$ cat src/inc/pswg_defines.vh
`ifndef PSWG_DEFINES_VH
`define PSWG_DEFINES_VH

// ****************************************************************
// Widths
// ****************************************************************
`define PSWG_CMP_W          12
`define PSWG_CNT_W          13
`define PSWG_CFG_W          8

// ****************************************************************
// Ramp modes
// ****************************************************************
`define PSWG_MODE_FOUR      2'h0
`define PSWG_MODE_TWO       2'h1
`define PSWG_MODE_ONE       2'h2
`define PSWG_MODE_CENTER    2'h3

// ****************************************************************
// Ramp indexes
// ****************************************************************
`define PSWG_RAMP_0         2'h0
`define PSWG_RAMP_1         2'h1
`define PSWG_RAMP_2         2'h2
`define PSWG_RAMP_3         2'h3

// ****************************************************************
// Timing offsets, in generator clock periods
// ****************************************************************
// Four-ramp dead ramp counts 0..set+1, giving set+2 periods
`define PSWG_FOUR_DT_ADD    13'h0001
`define PSWG_CNT_ONE        13'h0001

// ****************************************************************
// Output configuration register fields
// ****************************************************************
`define PSWG_OCFG_POL_A     0
`define PSWG_OCFG_POL_B     1
`define PSWG_OCFG_SEL_DUP2  2
`define PSWG_OCFG_SEL_DUP3  3
`define PSWG_OCFG_EN_A      4
`define PSWG_OCFG_EN_B      5
`define PSWG_OCFG_EN_DUP2   6
`define PSWG_OCFG_EN_DUP3   7

// ****************************************************************
// Event flag positions and reset values
// ****************************************************************
`define PSWG_FLAG_OVF       0
`define PSWG_FLAG_FAULT     1
`define PSWG_FLAG_CAPT      2
`define PSWG_CMP_RST        12'h0000
`define PSWG_CFG_RST        8'h00

`endif

$ cat src/logic/pswg_ramp.v
`timescale 1ns/1ps
`include "pswg_defines.vh"

module pswg_ramp #(
  parameter CW = 12
) (
  // Clock and reset
  input  wire          clk,
  input  wire          reset,
  // Control
  input  wire          run,
  input  wire [1:0]    mode,
  // Active compare values
  input  wire [CW-1:0] set_a,
  input  wire [CW-1:0] reset_a,
  input  wire [CW-1:0] set_b,
  input  wire [CW-1:0] reset_b,
  // Status
  output wire [CW-1:0] cnt_val,
  output wire [1:0]    ramp,
  output reg           eoc,
  output reg           wave_a,
  output reg           wave_b
);

  reg [CW:0] cnt_q;
  reg [1:0]  ramp_q;
  reg [CW:0] top;
  reg        last;
  reg [1:0]  next_ramp;
  reg [CW:0] dn_val;

  wire [CW:0] sa = {1'b0, set_a};
  wire [CW:0] ra = {1'b0, reset_a};
  wire [CW:0] sb = {1'b0, set_b};
  wire [CW:0] rb = {1'b0, reset_b};

  assign ramp    = ramp_q;
  assign cnt_val = dn_val[CW-1:0];

  // ****************************************************************
  // Ramp limits and raw waveforms per mode
  // ****************************************************************
  always @* begin
    top       = rb;
    last      = 1'b1;
    next_ramp = `PSWG_RAMP_0;
    dn_val    = cnt_q;
    wave_a    = 1'b0;
    wave_b    = 1'b0;
    case (mode)
      `PSWG_MODE_FOUR: begin
        case (ramp_q)
          `PSWG_RAMP_0: begin
            top       = sa + `PSWG_FOUR_DT_ADD;
            last      = 1'b0;
            next_ramp = (ra == {(CW+1){1'b0}}) ? `PSWG_RAMP_2 : `PSWG_RAMP_1;
          end
          `PSWG_RAMP_1: begin
            top       = ra - `PSWG_CNT_ONE;
            last      = 1'b0;
            next_ramp = `PSWG_RAMP_2;
            wave_a    = 1'b1;
          end
          `PSWG_RAMP_2: begin
            top       = sb + `PSWG_FOUR_DT_ADD;
            last      = (rb == {(CW+1){1'b0}});
            next_ramp = `PSWG_RAMP_3;
          end
          default: begin
            top       = rb - `PSWG_CNT_ONE;
            wave_b    = 1'b1;
          end
        endcase
      end
      `PSWG_MODE_TWO: begin
        if (ramp_q == `PSWG_RAMP_0) begin
          top       = ra;
          last      = 1'b0;
          next_ramp = `PSWG_RAMP_1;
          wave_a    = (cnt_q > sa);
        end else begin
          wave_b    = (cnt_q > sb);
        end
      end
      `PSWG_MODE_ONE: begin
        // Both compares run on one ramp, so the outputs may overlap
        wave_a = (cnt_q > sa) && (cnt_q <= ra);
        wave_b = (cnt_q > sb) && (cnt_q <= rb);
      end
      default: begin
        // Down ramp is an up count mirrored, so the restart never needs the new top
        if (ramp_q == `PSWG_RAMP_0) begin
          dn_val    = rb - cnt_q;
          last      = 1'b0;
          next_ramp = `PSWG_RAMP_1;
        end
        wave_a = (dn_val < sa);
        wave_b = (dn_val >= sb);
      end
    endcase
    wave_a = wave_a & run;
    wave_b = wave_b & run;
    eoc    = run & (cnt_q == top) & last;
  end

  // ****************************************************************
  // Counter
  // ****************************************************************
  always @(posedge clk) begin
    if (reset || !run) begin
      cnt_q  <= {(CW+1){1'b0}};
      ramp_q <= `PSWG_RAMP_0;
    end else if (cnt_q == top) begin
      cnt_q  <= {(CW+1){1'b0}};
      ramp_q <= last ? `PSWG_RAMP_0 : next_ramp;
    end else begin
      cnt_q  <= cnt_q + `PSWG_CNT_ONE;
    end
  end

endmodule // pswg_ramp

$ cat src/logic/pswg_shadow.v
`timescale 1ns/1ps
`include "pswg_defines.vh"

module pswg_shadow #(
  parameter W   = 12,
  parameter RST = 0
) (
  // Clock and reset
  input  wire         clk,
  input  wire         reset,
  // Software write side
  input  wire         wr,
  input  wire [W-1:0] wdata,
  // Coherent transfer
  input  wire         load,
  input  wire [W-1:0] load_data,
  // Values
  output wire [W-1:0] staged,
  output wire [W-1:0] active
);

  reg [W-1:0] staged_q;
  reg [W-1:0] active_q;

  assign staged = staged_q;
  assign active = active_q;

  always @(posedge clk) begin
    if (reset) begin
      staged_q <= RST[W-1:0];
      active_q <= RST[W-1:0];
    end else begin
      if (wr) begin
        staged_q <= wdata;
      end
      // Load data is chosen by the parent so part A can mirror part B
      if (load) begin
        active_q <= load_data;
      end
    end
  end

endmodule // pswg_shadow

$ cat src/logic/pswg_top.v
`timescale 1ns/1ps
`include "pswg_defines.vh"

module pswg_top #(
  parameter CW = 12
) (
  // Clock and reset
  input  wire          CLK,
  input  wire          RESET,
  // Control bits
  input  wire          RUN,
  input  wire [1:0]    MODE,
  input  wire          FIFTY_PERCENT,
  input  wire          LOCK,
  input  wire          AUTO_UPDATE_HOLD,
  // Waveform register writes
  input  wire          WR_SET_A,
  input  wire          WR_RESET_A,
  input  wire          WR_SET_B,
  input  wire          WR_RESET_B,
  input  wire          WR_OUTPUT_CONFIG,
  input  wire          WR_OUTPUT_MATRIX,
  input  wire [CW-1:0] WR_DATA,
  // Events
  input  wire          RETRIGGER,
  input  wire          FAULT,
  // Interrupt control
  input  wire [2:0]    FLAG_CLEAR,
  input  wire [2:0]    IRQ_ENABLE,
  // Waveform pins
  output wire          WAVE_OUT_A,
  output wire          WAVE_OUT_B,
  output wire          WAVE_OUT_DUP2,
  output wire          WAVE_OUT_DUP3,
  // Synchronisation
  output wire          SYNC_OUTPUT,
  output wire          CONVERTER_SYNC_PULSE,
  output wire          CHAIN_STOP_OUTPUT,
  // Status
  output wire [CW-1:0] CAPTURE_VALUE,
  output wire [2:0]    EVENT_FLAGS,
  output wire          IRQ_REQUEST,
  output wire [7:0]    OUTPUT_MATRIX,
  output wire          UPDATE_PENDING
);

  // ****************************************************************
  // Helpers
  // ****************************************************************
  // Pin level from raw wave, enable and polarity; disabled pins sit inactive
  function drive_level;
    input wave;
    input en;
    input pol;
    begin
      drive_level = (en & wave) ^ pol;
    end
  endfunction

  // ****************************************************************
  // Declarations
  // ****************************************************************
  reg           run_q;
  reg           auto_update_hold_q;
  reg           pending_q;
  reg           rb_written_q;
  reg [3:0]     pin_q;
  reg           sync_q;
  reg           conv_sync_q;
  reg           stop_q;
  reg [CW-1:0]  capture_q;
  reg [2:0]     flag_q;
  reg           irq_q;

  wire [3:0]      wr_cmp;
  wire [4*CW-1:0] cmp_staged;
  wire [4*CW-1:0] cmp_active;
  wire [4*CW-1:0] cmp_load_data;
  wire [7:0]      ocfg_staged;
  wire [7:0]      ocfg;
  wire [7:0]      omat_staged;
  wire            any_wr;
  wire            load;
  wire [CW-1:0]   cnt_val;
  wire [1:0]      ramp;
  wire            eoc;
  wire            wave_a;
  wire            wave_b;
  wire [3:0]      pin_wave;
  wire [3:0]      pin_en;
  wire [3:0]      pin_pol;
  wire [2:0]      flag_set;

  wire [CW-1:0] set_a   = cmp_active[0*CW +: CW];
  wire [CW-1:0] reset_a = cmp_active[1*CW +: CW];
  wire [CW-1:0] set_b   = cmp_active[2*CW +: CW];
  wire [CW-1:0] reset_b = cmp_active[3*CW +: CW];

  assign wr_cmp = {WR_RESET_B, WR_SET_B, WR_RESET_A, WR_SET_A};
  assign any_wr = (|wr_cmp) | WR_OUTPUT_CONFIG | WR_OUTPUT_MATRIX;

  // ****************************************************************
  // Update control
  // ****************************************************************
  // Stopped: load every cycle so writes land at once
  // Running: only at end of cycle, gated by lock or auto-lock
  assign load = !run_q ? 1'b1 :
                (eoc & (auto_update_hold_q ? rb_written_q : (!LOCK & pending_q)));

  always @(posedge CLK) begin
    if (RESET) begin
      run_q        <= 1'b0;
      auto_update_hold_q   <= 1'b0;
      pending_q    <= 1'b0;
      rb_written_q <= 1'b0;
    end else begin
      // Dropping RUN aborts the cycle; raising it starts a fresh one
      run_q <= RUN;
      if (!run_q || eoc) begin
        auto_update_hold_q <= AUTO_UPDATE_HOLD;
      end
      // A write in the loading cycle stays pending for the next cycle
      pending_q    <= any_wr | (pending_q & ~load);
      rb_written_q <= WR_RESET_B | (rb_written_q & ~load);
    end
  end

  // ****************************************************************
  // Buffered waveform registers
  // ****************************************************************
  genvar gi;
  generate
    for (gi = 0; gi < 4; gi = gi + 1) begin : g_cmp
      // Part A slots take part B values in fifty-percent mode
      if (gi < 2) begin : g_part_a
        assign cmp_load_data[gi*CW +: CW] = FIFTY_PERCENT ? cmp_staged[(gi+2)*CW +: CW]
                                                           : cmp_staged[gi*CW +: CW];
      end else begin : g_part_b
        assign cmp_load_data[gi*CW +: CW] = cmp_staged[gi*CW +: CW];
      end
      pswg_shadow #(
        .W   (CW),
        .RST (`PSWG_CMP_RST)
      ) u_cmp (
        .clk       (CLK),
        .reset     (RESET),
        .wr        (wr_cmp[gi]),
        .wdata     (WR_DATA),
        .load      (load),
        .load_data (cmp_load_data[gi*CW +: CW]),
        .staged    (cmp_staged[gi*CW +: CW]),
        .active    (cmp_active[gi*CW +: CW])
      );
    end
  endgenerate

  pswg_shadow #(
    .W   (`PSWG_CFG_W),
    .RST (`PSWG_CFG_RST)
  ) u_ocfg (
    .clk       (CLK),
    .reset     (RESET),
    .wr        (WR_OUTPUT_CONFIG),
    .wdata     (WR_DATA[7:0]),
    .load      (load),
    .load_data (ocfg_staged),
    .staged    (ocfg_staged),
    .active    (ocfg)
  );

  pswg_shadow #(
    .W   (`PSWG_CFG_W),
    .RST (`PSWG_CFG_RST)
  ) u_omat (
    .clk       (CLK),
    .reset     (RESET),
    .wr        (WR_OUTPUT_MATRIX),
    .wdata     (WR_DATA[7:0]),
    .load      (load),
    .load_data (omat_staged),
    .staged    (omat_staged),
    .active    (OUTPUT_MATRIX)
  );

  // ****************************************************************
  // Counter and compares
  // ****************************************************************
  pswg_ramp #(
    .CW (CW)
  ) u_ramp (
    .clk     (CLK),
    .reset   (RESET),
    .run     (run_q),
    .mode    (MODE),
    .set_a   (set_a),
    .reset_a (reset_a),
    .set_b   (set_b),
    .reset_b (reset_b),
    .cnt_val (cnt_val),
    .ramp    (ramp),
    .eoc     (eoc),
    .wave_a  (wave_a),
    .wave_b  (wave_b)
  );

  // ****************************************************************
  // Output pins
  // ****************************************************************
  assign pin_wave = {ocfg[`PSWG_OCFG_SEL_DUP3] ? wave_b : wave_a,
                     ocfg[`PSWG_OCFG_SEL_DUP2] ? wave_b : wave_a,
                     wave_b,
                     wave_a};
  assign pin_en   = {ocfg[`PSWG_OCFG_EN_DUP3], ocfg[`PSWG_OCFG_EN_DUP2],
                     ocfg[`PSWG_OCFG_EN_B], ocfg[`PSWG_OCFG_EN_A]};
  // Duplicates follow the polarity of the part they copy
  assign pin_pol  = {ocfg[`PSWG_OCFG_SEL_DUP3] ? ocfg[`PSWG_OCFG_POL_B] : ocfg[`PSWG_OCFG_POL_A],
                     ocfg[`PSWG_OCFG_SEL_DUP2] ? ocfg[`PSWG_OCFG_POL_B] : ocfg[`PSWG_OCFG_POL_A],
                     ocfg[`PSWG_OCFG_POL_B],
                     ocfg[`PSWG_OCFG_POL_A]};

  generate
    for (gi = 0; gi < 4; gi = gi + 1) begin : g_pin
      always @(posedge CLK) begin
        if (RESET) begin
          pin_q[gi] <= 1'b0;
        end else begin
          pin_q[gi] <= drive_level(pin_wave[gi], pin_en[gi], pin_pol[gi]);
        end
      end
    end
  endgenerate

  assign WAVE_OUT_A    = pin_q[0];
  assign WAVE_OUT_B    = pin_q[1];
  assign WAVE_OUT_DUP2 = pin_q[2];
  assign WAVE_OUT_DUP3 = pin_q[3];

  // ****************************************************************
  // Synchronisation outputs
  // ****************************************************************
  always @(posedge CLK) begin
    if (RESET) begin
      sync_q      <= 1'b0;
      conv_sync_q <= 1'b0;
      stop_q      <= 1'b1;
    end else begin
      sync_q <= eoc;
      stop_q <= ~run_q;
      if (MODE == `PSWG_MODE_CENTER) begin
        // Reset-A marks a point on the down ramp only
        conv_sync_q <= run_q & (ramp == `PSWG_RAMP_0) & (cnt_val == reset_a);
      end else begin
        conv_sync_q <= eoc;
      end
    end
  end

  assign SYNC_OUTPUT          = sync_q;
  assign CONVERTER_SYNC_PULSE = conv_sync_q;
  assign CHAIN_STOP_OUTPUT    = stop_q;

  // ****************************************************************
  // Capture and interrupt
  // ****************************************************************
  assign flag_set = {RETRIGGER & run_q, FAULT, eoc};

  always @(posedge CLK) begin
    if (RESET) begin
      capture_q <= `PSWG_CMP_RST;
      flag_q    <= 3'h0;
      irq_q     <= 1'b0;
    end else begin
      if (flag_set[`PSWG_FLAG_CAPT]) begin
        capture_q <= cnt_val;
      end
      // A new event beats a clear in the same cycle
      flag_q <= flag_set | (flag_q & ~FLAG_CLEAR);
      irq_q  <= |(flag_q & IRQ_ENABLE);
    end
  end

  assign CAPTURE_VALUE  = capture_q;
  assign EVENT_FLAGS    = flag_q;
  assign IRQ_REQUEST    = irq_q;
  assign UPDATE_PENDING = pending_q;

endmodule // pswg_top

$ cat config.mk
export PLATFORM = sky130hd
export DESIGN_NAME = pswg_top
export DESIGN_NICKNAME = d
export VERILOG_FILES = /design/src/logic/pswg_ramp.v /design/src/logic/pswg_shadow.v /design/src/logic/pswg_top.v
export VERILOG_INCLUDE_DIRS = /design/src /design/src/inc
export SDC_FILE = /design/constraint.sdc
export NUM_CORES = 1
export LEC_CHECK = 0
export ABC_AREA = 1
export BUFFER_PORTS_ARGS = -buffer_cell sky130_fd_sc_hd__buf_4
export CAP_MARGIN = 15
export CORE_MARGIN = 5
export CORE_UTILIZATION = 50
export DETAILED_ROUTE_END_ITERATION = 8
export GPL_TIMING_DRIVEN = 0
export PLACE_DENSITY = 0.65
export SYNTH_ARGS = -nofsm -noshare
export SYNTH_HDL_FRONTEND = slang
export SYNTH_SLANG_ARGS = --single-unit
$ cat constraint.sdc
create_clock -name CLK -period 3.5 [get_ports CLK]
set_input_delay 0.35 -clock CLK [delete_from_list [all_inputs] [get_ports CLK]]
set_output_delay 0.35 -clock CLK [all_outputs]
set_load 0.02 [all_outputs]
* Word-level counts from Yosys, hierarchy flattened
Cells that the tools add are included.
** Cells by class
- $add $sub $neg :: 6
- Magnitude comparators :: 6
- Eq/ne operators :: 7
- Muxes and demuxes :: 29
- Bitwise logic cells :: 29
- Reductions and logical operators :: 16
** Operator list (count)
- 12-bit two-way mux :: 4
- 13-bit one-hot mux with 3 select lines :: 1
- 12-bit by 1-bit adder with 13-bit output (second input constant) :: 2
- 13-bit by 12-bit > comparator with 1-bit output :: 2
- 13-bit by 12-bit <= comparator with 1-bit output :: 2
- 13-bit zero test :: 2
- 13-bit two-way mux :: 2
- 13-bit one-hot mux with 2 select lines :: 1
- 12-bit by 1-bit subtractor with 13-bit output (second input constant) :: 2
- 1-bit AND :: 15
- 13-bit by 1-bit adder with 13-bit output (second input constant) :: 1
- 13-bit == test :: 1
- 13-bit by 12-bit >= comparator with 1-bit output :: 1
- 13-bit by 12-bit less-than comparator with 1-bit output :: 1
- 1-bit two-way mux :: 13
- 12-bit by 13-bit subtractor with 13-bit output :: 1
- 12-bit == test :: 1
- 3-bit OR reduction :: 3
- 3-bit AND :: 2
- 2-bit == test (second input constant) :: 3
- 1-bit one-hot mux with 3 select lines :: 2
- 2-bit one-hot mux with 3 select lines :: 1
- 2-bit by 1-bit == test with 1-bit output (second input constant) :: 2
- 2-bit zero test :: 2
- other kinds (13) :: 26
** Storage, ports and cells
- Register bits after elaboration :: 170
- Input port bits :: 34
- Output and inout bits :: 32

* Depth between registers and ports, before layout
Gate-level depths: netlist (run 1).
- Depth after elaboration :: 11
- Gate-level depth with buffers :: 26
- Depth with buffers taken out :: 26

* By module
From an unflattened synthesis (run 1), not the netlist that was laid out.
** Second synthesis, totals
- Cells, all modules :: 1868
- Area, all modules :: 11882.6 um^2
** By module, submodules not included
- pswg_ramp :: times used 1, cells each 837, area an instance 4957.3 um^2
- pswg_shadow (g_cmp[0].u_cmp ...) :: times used 4, cells each 151, area an instance 994.7 um^2
- pswg_top :: times used 1, cells each 223, area an instance 1550.2 um^2
- pswg_shadow (u_ocfg ...) :: times used 2, cells each 102, area an instance 698.2 um^2

* Worst setup path before layout (run 1)
OpenSTA, ideal clock, no wires.
- Kind :: reg2reg
- Start :: register u_ramp.cnt_q[2]
- End :: register pin_q[2], in the netlist WAVE_OUT_DUP2
- Setup time :: 0.115 ns
- Data arrival time :: 2.931 ns
- Data required time :: 3.385 ns
- Setup slack :: 0.454 ns
- Stages on the path, launching flop included :: 24
- Clock period less this slack :: 3.046 ns
- Cells stage by stage :: dfxtp_1 > inv_1 > ha_1 > nand2_1 > o21ai_0 > inv_1 > o211ai_1 > nand3_1 > and2_1 > ha_1 > a21oi_1 > nor2_1 > a211oi_1 > nand2_1 > nand3_1 > nand2_1 > nand2_1 > nand2_1 > nand2_1 > nand3_1 > nand2_1 > nand3_1 > nand2_1 > nor2_1
** Between the ends
- Word-level cells in the longest chain between the ends :: 9
- Elaborated cells on any way between the ends :: 20
** RTL lines
- start: declaration :: line pswg_ramp.v:26 : reg [CW:0] cnt_q;
- start signal: assignment :: line pswg_ramp.v:112 : cnt_q <= {(CW+1){1'b0}};
- start signal: assignment :: line pswg_ramp.v:115 : cnt_q <= {(CW+1){1'b0}};
- start signal: assignment :: line pswg_ramp.v:118 : cnt_q <= cnt_q + `PSWG_CNT_ONE;
- 12-bit by 13-bit subtractor with 13-bit output :: line pswg_ramp.v:94 : dn_val = rb - cnt_q;
- 13-bit two-way mux :: line pswg_ramp.v:93 : if (ramp_q == `PSWG_RAMP_0) begin
- 13-bit two-way mux :: line pswg_ramp.v:51 : case (mode)
- 13-bit by 12-bit less-than comparator with 1-bit output or 13-bit by 12-bit >= comparator with 1-bit output (tied branches) :: line pswg_ramp.v:98, pswg_ramp.v:99
- 1-bit one-hot mux with 3 select lines :: line pswg_ramp.v:51
- 1-bit AND, on equally long branches :: line pswg_ramp.v:102, pswg_ramp.v:103
- 1-bit two-way mux (*) :: line pswg_top.v:210 : ocfg[`PSWG_OCFG_SEL_DUP2] ? wave_b : wave_a,
- 1-bit AND (*) :: line pswg_top.v:56 : drive_level = (en & wave) ^ pol;
- 1-bit XOR (*) :: line pswg_top.v:56
- end signal: indexed assignment :: line pswg_top.v:227 : pin_q[gi] <= drive_level(pin_wave[gi], pin_en[gi], pin_pol[gi]);
- end: declaration :: line pswg_top.v:67 : reg [3:0] pin_q;
Mark *: on every way between the ends. The rest lies on a longest branch, timed or not. The select of a mux whose other input is x is not followed.
A chain may end at the register's enable or synchronous reset.

* Final worst setup path (run 1)
- Start :: register u_ramp.cnt_q[3]
- End :: register pin_q[2], in the netlist WAVE_OUT_DUP2
Same word-level chain as after synthesis.

==> results of run 1 <==
## path summary, 6_finish.rpt
path	startpoint	endpoint	slack, ns	cells after the start
min reg2reg	g_cmp[1].u_cmp.staged[10]	g_cmp[1].u_cmp.staged[10]	0.46	2
max reg2reg	u_ramp.cnt_q[3]	WAVE_OUT_DUP2	0.02	23
max	u_ramp.cnt_q[3]	WAVE_OUT_DUP2	0.02	23
min	RUN	run_q	0.13	3
## state kept, by name (all words and copies together) (netlist names), 2 cells and up
name / flops
u_ramp.ramp: 2
EVENT_FLAGS: 3
g_cmp.u_cmp.staged: 48
u_omat.staged: 8
u_ocfg.active: 8
CAPTURE_VALUE: 12
u_ocfg.staged: 8
u_ramp.cnt_q: 13
u_omat.active: 8
g_cmp.u_cmp.active: 48
## power groups by stage
stage	Combinational, mW	Sequential, mW	Clock, mW
after global placement	1.18	2.19	0
after CTS	1.25	2.14	2.05
after floorplan	0.804	2.17	0
final	1.37	2.15	2.03
after detailed placement	1.20	2.19	0
after global routing	1.52	2.16	2.13
## kinds of logic after synthesis
family	synth area share [%]
buf+inv	9.98
simple gates	33.8
compound gates	15.4
fa+ha+maj	9.21
flops	30.7
xor+xnor	0.948
## layout make-up
cell class	instances	area, µm²	share of cell area [%]
sequential	170	3450	25.6
buffer	77	405	3.00
clock inverter	15	213	1.57
tap	280	350	2.59
multi-input combinational	1307	7180	53.2
inverter	200	778	5.76
timing repair buffer	91	702	5.19
clock buffer	17	425	3.15
## cell usage after synthesis (6+ instances only)
master,instances
sky130_fd_sc_hd__inv_2,7
sky130_fd_sc_hd__a21oi_1,146
sky130_fd_sc_hd__dfxtp_1,170
sky130_fd_sc_hd__nor2_1,244
sky130_fd_sc_hd__ha_1,80
sky130_fd_sc_hd__nor3_1,12
sky130_fd_sc_hd__nand3_1,174
sky130_fd_sc_hd__buf_2,11
sky130_fd_sc_hd__clkbuf_1,48
sky130_fd_sc_hd__buf_1,9
sky130_fd_sc_hd__o21ai_1,7
sky130_fd_sc_hd__nand2_2,6
sky130_fd_sc_hd__nand4_1,26
sky130_fd_sc_hd__nor4_1,9
sky130_fd_sc_hd__o21ai_0,131
sky130_fd_sc_hd__nor2_2,8
sky130_fd_sc_hd__o22ai_1,12
sky130_fd_sc_hd__xor2_1,10
sky130_fd_sc_hd__nand2_1,400
sky130_fd_sc_hd__inv_1,192
## metrics by stage
stage	utilization [%]	cell area [µm²]
after global routing	61.9	13500
after CTS	59.1	12900
after global placement	54.5	11900
after detailed placement	54.5	11900
after floorplan	-	11100
final	61.9	13500
## per-layer routing
layer | vias up | GRT usage, % | wire, µm
met3 | 96 | 5.21 | 3280
met1 | 5543 | 41.4 | 17500
met5 | - | 0 | 0
met2 | 479 | 51.3 | 19300
li1 | 5969 | - | -
met4 | 0 | 15.2 | 2190
## worst reg2reg max path, cell delays in order, from the launching register on
cell and delay, ns:
sky130_fd_sc_hd__dfxtp_4 0.37, sky130_fd_sc_hd__clkinvlp_4 0.17, sky130_fd_sc_hd__ha_4 0.35, sky130_fd_sc_hd__nand2_4 0.06, sky130_fd_sc_hd__o21ai_4 0.18, sky130_fd_sc_hd__inv_2 0.05
sky130_fd_sc_hd__o211ai_1 0.21, sky130_fd_sc_hd__nand3_2 0.15, sky130_fd_sc_hd__and2_4 0.21, sky130_fd_sc_hd__ha_1 0.32, sky130_fd_sc_hd__a21oi_2 0.15, sky130_fd_sc_hd__nor2_1 0.05
sky130_fd_sc_hd__a211oi_1 0.18, sky130_fd_sc_hd__nand2_1 0.12, sky130_fd_sc_hd__nand3_1 0.08, sky130_fd_sc_hd__nand2_1 0.09, sky130_fd_sc_hd__nand2_1 0.07, sky130_fd_sc_hd__nand2_1 0.06
sky130_fd_sc_hd__nand2_2 0.09, sky130_fd_sc_hd__nand3_2 0.12, sky130_fd_sc_hd__nand2_2 0.12, sky130_fd_sc_hd__nand3_2 0.06, sky130_fd_sc_hd__nand2_1 0.06, sky130_fd_sc_hd__nor2_1 0.05
## timing repair
| action | 4_1_cts | 5_1_grt |
|---|---|---|
| pin swaps | 10 | 34 |
| endpoints found under the setup margin | 89 | 86 |
| resized for setup | 92 | 120 |
| gates cloned | 0 | 2 |
| setup buffers | 12 | 17 |
==> run summary, run 1 <==
At the end of routability-driven placement, the weighted congestion stood at 1.01. The total core area was 0.0218 mm²; the post-route fraction of the period consumed by the critical path was 99.5%. In this run the power spent charging and discharging nets is 1.98 mW. Counting tap cells, the placed design contains a total of 2094 instances. The run finished with clean final reports.

The H-tree depth reported by CTS came out at 4. The tools report the warning count from the yosys run as 0. The count of pins over their slew limit is 0, and the starting density of the core is 50.8%. The combinational cell fraction of total power is 24.6%, and the number of enable-type register cells in the synthesized netlist is 0. The number of buffers and inverters on the critical path is 2. The primary flip-flop cell chosen by synthesis mapping was sky130_fd_sc_hd__dfxtp_1. Cell family contributing the most delay on the critical path: simple AND/OR/NAND/NOR gates. The area added between synthesis and finish works out to 21.9%. The run gives 6.21 nW as the leakage power total. Walking the worst path, the cells encountered are clkinvlp_4 > ha_4 > nand2_4 > o21ai_4 > inv_2 > o211ai_1 > nand3_2 > and2_4 > ha_1 > a21oi_2 > nor2_1 > a211oi_1 > nand2_1 > nand3_1 > nand2_1 > nand2_1 > nand2_1 > nand2_2 > nand3_2 > nand2_2 > nand3_2 > nand2_1 > nor2_1.

The transition time at the pin with the least slew margin works out to 0.826 ns. Most common cell after layout, fill and taps aside: sky130_fd_sc_hd__nand2_1. The number of placement rows came out at 54. The share of total power dissipated in the clock network is 36.6%. The maximum fanout along the worst path is 4. The slowest stage of the critical path belongs to the cell sky130_fd_sc_hd__dfxtp_4. In the final layout, the share of cells above drive strength 1 is 16.5%.

The final wirelength is 42300 µm, and the clock transition time at the flip-flop clock pins of the worst setup and hold paths is 0.08 ns. The largest single stage delay on the critical path is 0.37 ns. The final hold violation count came out at 0.

The normalized max-slew margin is 44.9%. Most frequent cell on the critical path: sky130_fd_sc_hd__nand2_1. Across the VDD grid, the largest voltage drop is 0.381 mV. The logs give 32200 µm for the placed wire-length estimate and 11000 for the via count of the first global-routing pass.

After synthesis the cells add up to 0.0111 mm². In the final routed layout, each cell accounts on average for 19.6 µm. The average instance in the mapped netlist occupies 6.32 µm². Hold repair after CTS inserted 0 buffers. The tools report the die area as 0.0253 mm². Dividing the detail-routed via count by the number of cells gives 5.60. The detailed router placed 12100 vias in this run. The run gives 5.55 mW as the total power.

The floorplan die height was 159 µm. For this block, the initial DRC count from the detailed router was 1123. The critical path class was reg2reg. The global-route wire length before repair was 63600 µm; the internal portion of total power was 3.58 mW.

The run gives 0 as the initial antenna violation count. The tree is rooted in a sky130_fd_sc_hd__clkbuf_16. The fraction of power spent switching nets is 35.6%.

In this run the biggest area consumer among cell types represents 30.7% of the synthesized area. The number of top-level pins was 66; the setup slack after placement was -1.02 ns. The number of remaining DRC errors was 0. The logs give 31.7% for the all-layer global routing usage and 0 for the antenna diode count.

Worst path arrival time: 3.81 ns. Derived from the worst setup path, the maximum achievable clock frequency is 287 MHz. The final instance count without filler cells was 2157. Setup repair after global routing could not meet its margin everywhere. The run gives 2 as the maximum count of clock buffers along a single path.

Kind of launch point of the worst setup path: a flop. The TritonCTS sink count was 170; the clock period minus final worst setup slack was 3.48 ns. The synthesized design spends more area on one cell type than any other, namely sky130_fd_sc_hd__dfxtp_1. In the final design database the tool counted 1979 nets. For the final database, setup skew stands at 0.0155 ns.

Sorting the synthesized cells by area gives the leading types as sky130_fd_sc_hd__dfxtp_1, sky130_fd_sc_hd__nand2_1, sky130_fd_sc_hd__ha_1. TritonCTS built the clock tree. Counting the buffers created by CTS gives 17. The max-capacitance violation count came out at 0. Leaving out fill and tap cells, the most frequent cells in the layout are sky130_fd_sc_hd__nand2_1, sky130_fd_sc_hd__nor2_1, sky130_fd_sc_hd__inv_1. At the worst endpoint, the required time is 3.83 ns. After synthesis, the share of flip-flops with an asynchronous set or reset is 0%.

At the later pin of the worst-skew pair, clock insertion delay measures 0.44 ns. The worst hold-check path type is in2reg. For the count of antenna-violating nets left after detailed routing, the log shows 0. The tools report the endpoint class of the critical path as a flop.

The tools report the worst-case hold slack as 0.133 ns. The run gives 0 ns as the final setup TNS. Counting every instance in the synthesized netlist gives 1754. In this run the power density over the cells is 411 mW/mm². The total congestion overflow came out at 0.

In the post-route analysis, the smallest setup slack over all paths is 0.0174 ns. Counting the fill cells in the layout gives 2139. Entering global routing, the biggest net connects 21 pins.

For this run, the detailed router's first-pass iteration total came to 7. The logs give 38.8% for the part of the power in registers and 0 for the setup-violating endpoint count in the final report. Input and output buffers added on the ports amount to 60. Summing the sequential cell areas from Yosys gives 30.7% of the chip area. The netlist uses 40 different library cells.

Synthesis produced a netlist with a net count of 1869. In this run, synthesis produced a sequential element count of 170. The die is 159 µm wide.
Note: power is estimated with default switching activity, not from simulation.
==> run 2: changes to the inputs <==
PLACE_DENSITY = 0.64   (was 0.65)
SYNTH_HIERARCHICAL = 1   (was unset)
==> run 2 against run 1 <==
- the flow now finishes with violations (setup timing)
- first-iteration DRC count decreased by 34%
- final area rose by 5.8%
- maximum frequency decreased by 5.0%
- flip-flop and latch count unchanged
- global-route usage down 3.9 points
- power is 0.15% higher
- combinational power is 4% higher
- sequential share of layout area decreased by 1.4 points
- setup slack got worse by 0.18 ns
- die area rose by 6.7%
- critical path depth increased by 4
- hold slack got worse by 0.020 ns
==> run summary, run 2 <==
The detail-routed via count per cell works out to 4.99 (-11%). Final instance count without filler cells: 2328 (+7.9%). Starting density of the core: 50.6% (-0.18 points).

Total of flip-flops plus latches after synthesis: 170 (unchanged). The leakage power total was 7.18 nW (+16%); the number of cells traversed by the worst register-to-register path was 27 (+17%). Ranked by total cell area, the synthesized netlist is headed by sky130_fd_sc_hd__dfxtp_1, sky130_fd_sc_hd__nand2_1, sky130_fd_sc_hd__nor2_1. For the total congestion overflow, the log shows 0 (unchanged). The power per cell area was 389 mW/mm² (-5.4%); the critical path required time was 3.83 ns (about the same). The run gives 11600 (-3.8%) as the total via count after detailed routing.

The setup-violating endpoint count in the final report is 66 (+66), and the maximum count of clock buffers along a single path is 2 (unchanged). Combined area of all synthesized cells: 0.0119 mm² (+7.2%). The tools report the switching power of the nets as 1.90 mW (-3.6%). The kind of launch point of the worst setup path is a flop. By startpoint and endpoint, the worst setup path is classified as reg2reg. The slack of the worst reg-to-reg path came out at -0.17 ns (-0.18 ns). Post-detailed-route wirelength per cell: 16.0 µm (-19%). The warning count from the yosys run was 6 (+6).

The maximum achievable frequency was 273 MHz (-5.0%). Internal portion of total power: 3.66 mW (+2.2%). The critical path starts at u_ramp/ramp[0]. The logs give 0.0269 mm² (+6.7%) for the die area and 2251 (+7.5%) for the total placed cells including tap cells. The TritonCTS sink count is 170 (unchanged), and the total number of nets in the final design is 2110 (+6.6%).

For the number of distinct standard cells referenced by the synthesized netlist, the log shows 47 (+18%). The maximum fanout along the worst path came out at 10 (+6). The worst path arrival time came out at 4.00 ns (+0.19 ns). The number of filler instances in the final layout came out at 2308 (+7.9%). Leaving out fill and tap cells, the most frequent cell in the layout is sky130_fd_sc_hd__nand2_1.

Buffer and inverter count on the worst path: 7 (+5). The transition time at the pin with the least slew margin is 0.791 ns (-0.0344 ns), and the area share of the largest cell type after synthesis is 28.6% (-2.1 points). The clock tree skew after final layout was 0.0278 ns (+0.0124 ns). In this run the clock root is driven by a sky130_fd_sc_hd__clkbuf_16.

The fraction of registers with async set or reset after synthesis was 0% (unchanged). The end of the worst register-to-register path is u_omat/active[3]. The largest vdd supply drop was 0.299 mV (-22%); the total number of cells along the worst setup path was 27 (+17%).

The run gives 0.44 ns (about the same) as the clock latency at the later pin of the worst-skew pair. The average footprint of a synthesized cell is 6.36 µm² (+0.64%), and the fraction of power spent switching nets is 34.2% (-1.3 points). The logs give 46.6% (+1.6 points) for the normalized max-slew margin and 28.6% (-2.1 points) for the share of synthesized area occupied by flip-flops and latches. The count of antenna-violating nets left after detailed routing is 0 (unchanged).

The min-delay analysis places its worst path in the category in2reg. The routability-driven placement congestion ratio came out at 0.977 (-3.6%). The number of port buffers was 64 (+6.7%). The floorplan die height was 164 µm (+3.3%).

The run gives 0.0235 mm² (+7.6%) as the total core area. The final wirelength is 37100 µm (-12%), and the antenna diode count is 0 (unchanged). The tools report the beginning of the worst register-to-register path as u_ramp/ramp[0]. The logs give 27.8% (-3.9 points) for the all-layer global routing usage and 1982 (+6.0%) for the net count of the mapped netlist. Among all flip-flop cells after synthesis, the most frequent one is sky130_fd_sc_hd__dfxtp_1. The cell family contributing the most delay on the critical path was simple AND/OR/NAND/NOR gates. The tools report the count of routing violations after the opening detailed-route iteration as 743 (-34%). The post-route cell area is 0.0143 mm² (+5.8%). The number of enable-type register cells in the synthesized netlist was 0 (unchanged).

The H-tree depth reported by CTS came out at 4 (unchanged). For the via count of the first global-routing pass, the log shows 10900 (-1.0%). The run gives 0 (unchanged) as the number of remaining DRC errors.

The final setup TNS was -6.05 ns (-6.05 ns); the share of total power in the clock network was 35.2% (-1.4 points). The post-place instance area was 0.0128 mm² (+7.4%); the max-capacitance violation count was 0 (unchanged). The overall die width is 164 µm (+3.3%). Minimum setup slack in the final design: -0.165 ns (-0.183 ns). Relative to the synthesized area, the layout overhead comes to 20.3%.

The largest stage delay on the critical path is 0.40 ns (+0.03 ns). The share of the core filled with cells was 60.9% (-0.99 points). The top cell types in the final layout, fill and taps aside, are sky130_fd_sc_hd__nand2_1, sky130_fd_sc_hd__nor2_1, sky130_fd_sc_hd__inv_1. The global-route wire length before repair was 58300 µm (-8.3%). Counting instances in the post-synthesis netlist gives the leading cell types as sky130_fd_sc_hd__nand2_1, sky130_fd_sc_hd__nor2_1, sky130_fd_sc_hd__inv_1.

The count of pins over their slew limit came out at 0 (unchanged). Following the worst setup path forward leads to its endpoint at u_omat/active[3]. The standard cell with the maximum stage delay on the critical path was sky130_fd_sc_hd__dfxtp_4. The final reports fail on setup timing. By instance count, the leading cell after synthesis is sky130_fd_sc_hd__nand2_1.

The tools report the worst-case hold slack as 0.112 ns (-0.0201 ns). The placed wire-length estimate is 28500 µm (-12%). Largest net degree at the start of global routing: 19 (-9.5%). The flow ran to the end, but the final reports show violations. The post-cts hold buffer count was 0 (unchanged).

The number of top-level pins came out at 66 (unchanged). The detailed-router iteration count before antenna repair was 6 (-1). The top cell type by total area after synthesis was sky130_fd_sc_hd__dfxtp_1. The initial antenna violation count is 1 (+1), and the part of the power in registers is 39.1% (+0.3 points). For the number of placement rows, the log shows 56 (+3.7%). The number of buffers inserted during clock tree synthesis was 17 (unchanged); the final hold violation count was 0 (unchanged). The tools report the number of cells produced by synthesis as 1868 (+6.5%).

TritonCTS built the clock tree. STA classifies the critical path endpoint as a flop. Clock transition time at the flip-flop clock pins of the worst setup and hold paths: 0.08 ns (about the same).

The clock period minus final worst setup slack was 3.67 ns (+0.183 ns). Setup repair after global routing could not meet its margin everywhere. The post-route fraction of the period consumed by the critical path was 105% (+5.2 points).

Combinational cell fraction of total power: 25.8% (+1.2 points). The layout cell share with drive strength beyond 1 works out to 19.4% (+3.0 points).
## run 2: cell count changes after synthesis, sizes merged, moves of 12 or more
| cell | previous run | this run |
|---|---|---|
| mux2 | 0 | 24 |
| o21ai | 142 | 91 |
| a21oi | 146 | 63 |
| nand2 | 406 | 572 |
| nand3 | 174 | 73 |
| buf | 29 | 51 |
| clkbuf | 48 | 6 |
| nor2 | 252 | 363 |
| nand4 | 27 | 15 |
| inv | 199 | 284 |
## run 2: layout make-up
class,count,area (µm²),share of cell area (%)
repair buffers,107,875,6.12
flip-flops and latches,170,3450,24.1
multi-input cells,1357,7280,50.9
clock buffers,18,439,3.07
clock inverters,14,171,1.20
plain buffers,57,576,4.02
inverters,286,1110,7.77
well taps,319,399,2.79
## run 2: worst min-delay path: cells and delay by family
kind,cells,cell delay [ns]
buffers and inverters,2,0.11
and+or+nand+nor,1,0.06
## run 2: power groups by stage
| stage | logic [mW] | registers (mW) | clock network, mW |
|---|---|---|---|
| 3_5_place_dp | 1.26 | 2.22 | 0 |
| 2_1_floorplan | 0.905 | 2.19 | 0 |
| 5_1_grt | 1.60 | 2.19 | 2.10 |
| 4_1_cts | 1.34 | 2.17 | 2.00 |
| 6_report | 1.43 | 2.17 | 1.95 |
| 3_3_place_gp | 1.24 | 2.22 | 0 |
## run 2: worst min path at each step
stage / start / end / cells past startpoint
after floorplan: g_cmp[0].u_cmp/staged[0] / g_cmp[0].u_cmp/staged[0] / 2
after global placement: g_cmp[0].u_cmp/active[3] / g_cmp[0].u_cmp/active[3] / 2
after detailed placement: u_omat/staged[4] / u_omat/staged[4] / 2
after CTS: RUN / run_q / 3
after global routing: RUN / run_q / 3
final: RUN / run_q / 3
## run 2: what timing repair did
item / 4_1_cts / 5_1_grt
resized for setup: 95 / 82
pin swaps: 35 / 40
buffers inserted: 28 / 14
cloned: 3 / 0
endpoints found under the setup margin: 74 / 71
## run 2: per-stage QoR
step | power (mW) | setup slack, ns
CTS | 5.51 | -0.173
floorplan | 3.09 | 0.0422
global route | 5.88 | -0.360
detailed placement | 3.48 | -1.13
global placement | 3.46 | -1.12
finish | 5.56 | -0.165
## run 2: routing by layer
layer / vias to the layer above / wire (µm) / GRT usage, %
li1: 6030 / - / -
met1: 5250 / 16300 / 35.8
met2: 265 / 17600 / 46.4
met5: - / 7 / 0
met3: 81 / 1560 / 3.74
met4: 2 / 1680 / 12.6
## run 2: kinds of logic (layout without fill, tap and decap cells)
group | Yosys count | count (layout) | synth area share, %
muxes | 24 | 24 | 2.27
and+or+nand+nor | 1046 | 1048 | 36.4
adders and majority gates | 80 | 80 | 8.49
DFF | 170 | 170 | 28.6
buffers and inverters | 343 | 482 | 13.8
AOI/OAI and AO/OA | 186 | 186 | 9.06
xor gates and xnor gates | 19 | 19 | 1.40
==> run 3: changes to the inputs <==
CTS_BUF_LIST = sky130_fd_sc_hd__clkbuf_8   (was unset)
==> run 3 against run 2 <==
- the run still ends with setup timing left
- clock skew about the same
- power decreased by 7.6%
- flip-flop and latch count unchanged
- global-route usage about the same
- setup slack got worse by 0.068 ns
- sequential share of layout area decreased by 0.12 points
- combinational power increased by 3%
- highest routed layer unchanged
==> run summary, run 3 (synthesis gave the netlist of run 2 again) <==
The post-route fraction of the period consumed by the critical path was 107% (+1.9 points); the total congestion overflow was 0 (unchanged). The detail-routed via count per cell came out at 5.03 (+0.64%). The clock latency at the later pin of the worst-skew pair is 0.48 ns (+0.04 ns).

The normalized max-slew margin is 49.0% (+2.4 points). Leaving out fill and tap cells, the most frequent cell in the layout is sky130_fd_sc_hd__nand2_1. Detailed-router iteration count before antenna repair: 6 (unchanged). The endpoint class of the critical path was a flop. The maximum fanout along the worst path is 10 (unchanged). The worst setup path is of the reg2reg kind.

The run gives 170 (unchanged) as the TritonCTS sink count. Leaving out fill and tap cells, the most frequent cells in the layout are sky130_fd_sc_hd__nand2_1, sky130_fd_sc_hd__nor2_1, sky130_fd_sc_hd__inv_1. The worst path arrival time is 4.10 ns (+0.10 ns), and the number of top-level pins is 66 (unchanged). The clock tree skew after final layout is 0.0276 ns (-0.000288 ns), and the floorplan die height is 164 µm (unchanged). The tools report the count of pins over their slew limit as 0 (unchanged). The cell depth of the worst min-delay path was 3 (unchanged).

The largest stage delay on the critical path is 0.38 ns (-0.02 ns). The logs give 0 (unchanged) for the count of antenna-violating nets left after detailed routing and 58100 µm (-0.30%) for the global-route wire length before repair. In this run the worst hold path is classified as in2reg. The critical path required time was 3.87 ns (+0.04 ns). The final hold violation count came out at 0 (unchanged). The transition time at the pin with the least slew margin works out to 0.758 ns (-0.0338 ns). CTS placed an instance of sky130_fd_sc_hd__clkbuf_8 at the clock tree root. The count of routing violations after the opening detailed-route iteration is 775 (+4.3%), and the total core area is 0.0235 mm² (unchanged). The number of cells traversed by the worst register-to-register path came out at 24 (-11%).

The post-detailed-route wirelength per cell was 16.0 µm (+0.31%); the minimum setup slack in the final design was -0.233 ns (-0.0681 ns). Compared with the post-synthesis result, the final layout area differs by 21.0%. The run gives 27.8% (-0.050 points) as the all-layer global routing usage.

The run finished, with violations left. The maximum achievable frequency was 268 MHz (-1.8%); the total number of nets in the final design was 2120 (+0.47%). On the critical path, the stage with the largest delay is an instance of sky130_fd_sc_hd__dfxtp_4.

Power per cell area: 358 mW/mm² (-8.1%). The antenna diode count was 0 (unchanged); the clock transition time at the flip-flop clock pins of the worst setup and hold paths was 0.11 ns (+0.03 ns). The routability-driven placement congestion ratio was 0.977 (unchanged). The largest net degree at the start of global routing is 19 (unchanged). Walking the worst path, the cells encountered are buf_6 > ha_4 > buf_12 > buf_8 > o21ai_1 > nand4_1 > o21ai_2 > nand3_1 > nand2_1 > nand2_2 > nor2_2 > nand3b_1 > nor3_2 > nand3_2 > nor2_4 > inv_2 > a21oi_2 > o21ai_4 > nand2_4 > buf_6 > buf_8 > nand2_4 > nand2_2 > nor2_2. The overall die width works out to 164 µm (unchanged).

The total via count after detailed routing was 11800 (+1.1%). Final wirelength: 37400 µm (+0.74%). The max-capacitance violation count is 0 (unchanged), and the number of port buffers is 64 (unchanged).

The final reports fail on setup timing. The number of filler instances in the final layout came out at 2323 (+0.65%). The via count of the first global-routing pass came out at 10900 (-0.20%). TritonCTS built the clock tree. The maximum count of clock buffers along a single path was 2 (unchanged). The starting density of the core was 50.6% (unchanged). The clock period minus final worst setup slack was 3.73 ns (+0.0681 ns). The setup-violating endpoint count in the final report was 67 (+1.5%); the total power was 5.14 mW (-7.6%). The tools report the setup slack after placement as -1.13 ns (unchanged).

Layout cell share with drive strength beyond 1: 21.1% (+1.7 points). The largest vdd supply drop came out at 0.250 mV (-16%). The number of remaining DRC errors is 0 (unchanged). STA classifies the critical path startpoint as a flop. For the number of buffers inserted during clock tree synthesis, the log shows 17 (unchanged). The logs give 0.0269 mm² (unchanged) for the die area and 56 (unchanged) for the number of placement rows. H-tree depth reported by CTS: 4 (unchanged). The tools report the leakage power total as 7.18 nW (about the same). The initial antenna violation count was 1 (unchanged); the placed wire-length estimate was 28500 µm (unchanged). Setup repair after global routing could not meet its margin everywhere.
run 3: path summary, 6_finish.rpt:
kind | endpoint | startpoint | slack (ns)
setup / recovery | u_omat/active[7] | u_ramp/ramp[1] | -0.23
hold reg to reg | u_omat/staged[4] | u_omat/staged[4] | 0.48
hold / removal | run_q | RUN | 0.08
setup reg to reg | u_omat/active[7] | u_ramp/ramp[1] | -0.23
run 3: worst max-delay path: cells and delay by family (launching register included):
family                     cells  cell delay, ns
DFF                            1            0.38
adders and majority gates      1            0.19
and+or+nand+nor               13            1.40
buffers and inverters          6            0.77
AOI/OAI and AO/OA              4            0.86
run 3: final cells by class:
class	count	area, µm²	area share [%]
multi-input combinational	1357	7460	51.9
sequential	170	3450	24.0
inverter	286	1110	7.71
timing repair buffer	118	973	6.77
buffer	56	568	3.95
tap	319	399	2.78
clock buffer	18	248	1.72
clock inverter	14	171	1.19
run 3: where the power goes:
group / total [mW] / internal [mW] / leakage (nW) / switching (mW)
combinational: 1.48 / 0.596 / 5.55 / 0.887
clock: 1.48 / 0.625 / 0.212 / 0.855
sequential: 2.18 / 2.05 / 1.41 / 0.131
total: 5.14 / 3.27 / 7.18 / 1.87
run 3: stage by stage:
step | hold WS [ns] | utilization [%] | std cells | setup TNS, ns | area (µm²)
after global routing | 0.0597 | 61.2 | 2338 | -22.55 | 14400
after floorplan | 0.445 | - | 1868 | 0 | 11900
after CTS | 0.0518 | 59.0 | 2317 | -7.72 | 13900
final | 0.0783 | 61.2 | 2338 | -10.23 | 14400
after global placement | 0.459 | 54.4 | 2251 | -59.46 | 12800
after detailed placement | 0.462 | 54.4 | 2251 | -60.46 | 12800
run 3: layer usage:
metal	routed length (µm)	up-vias	track usage, %
met2	17600	310	46.4
li1	-	6049	-
met1	16400	5304	35.7
met4	1680	2	12.2
met3	1720	88	3.94
met5	7	-	0
run 3: timing repair:
| item | in CTS | in global routing |
|---|---|---|
| pin swaps | 43 | 63 |
| gates resized for setup | 129 | 96 |
| buffers inserted | 30 | 19 |
| cloned | 4 | 3 |
| hold buffers | 0 | 0 |
| setup endpoints to repair | 74 | 71 |
| endpoints found under the hold margin | 0 | 0 |
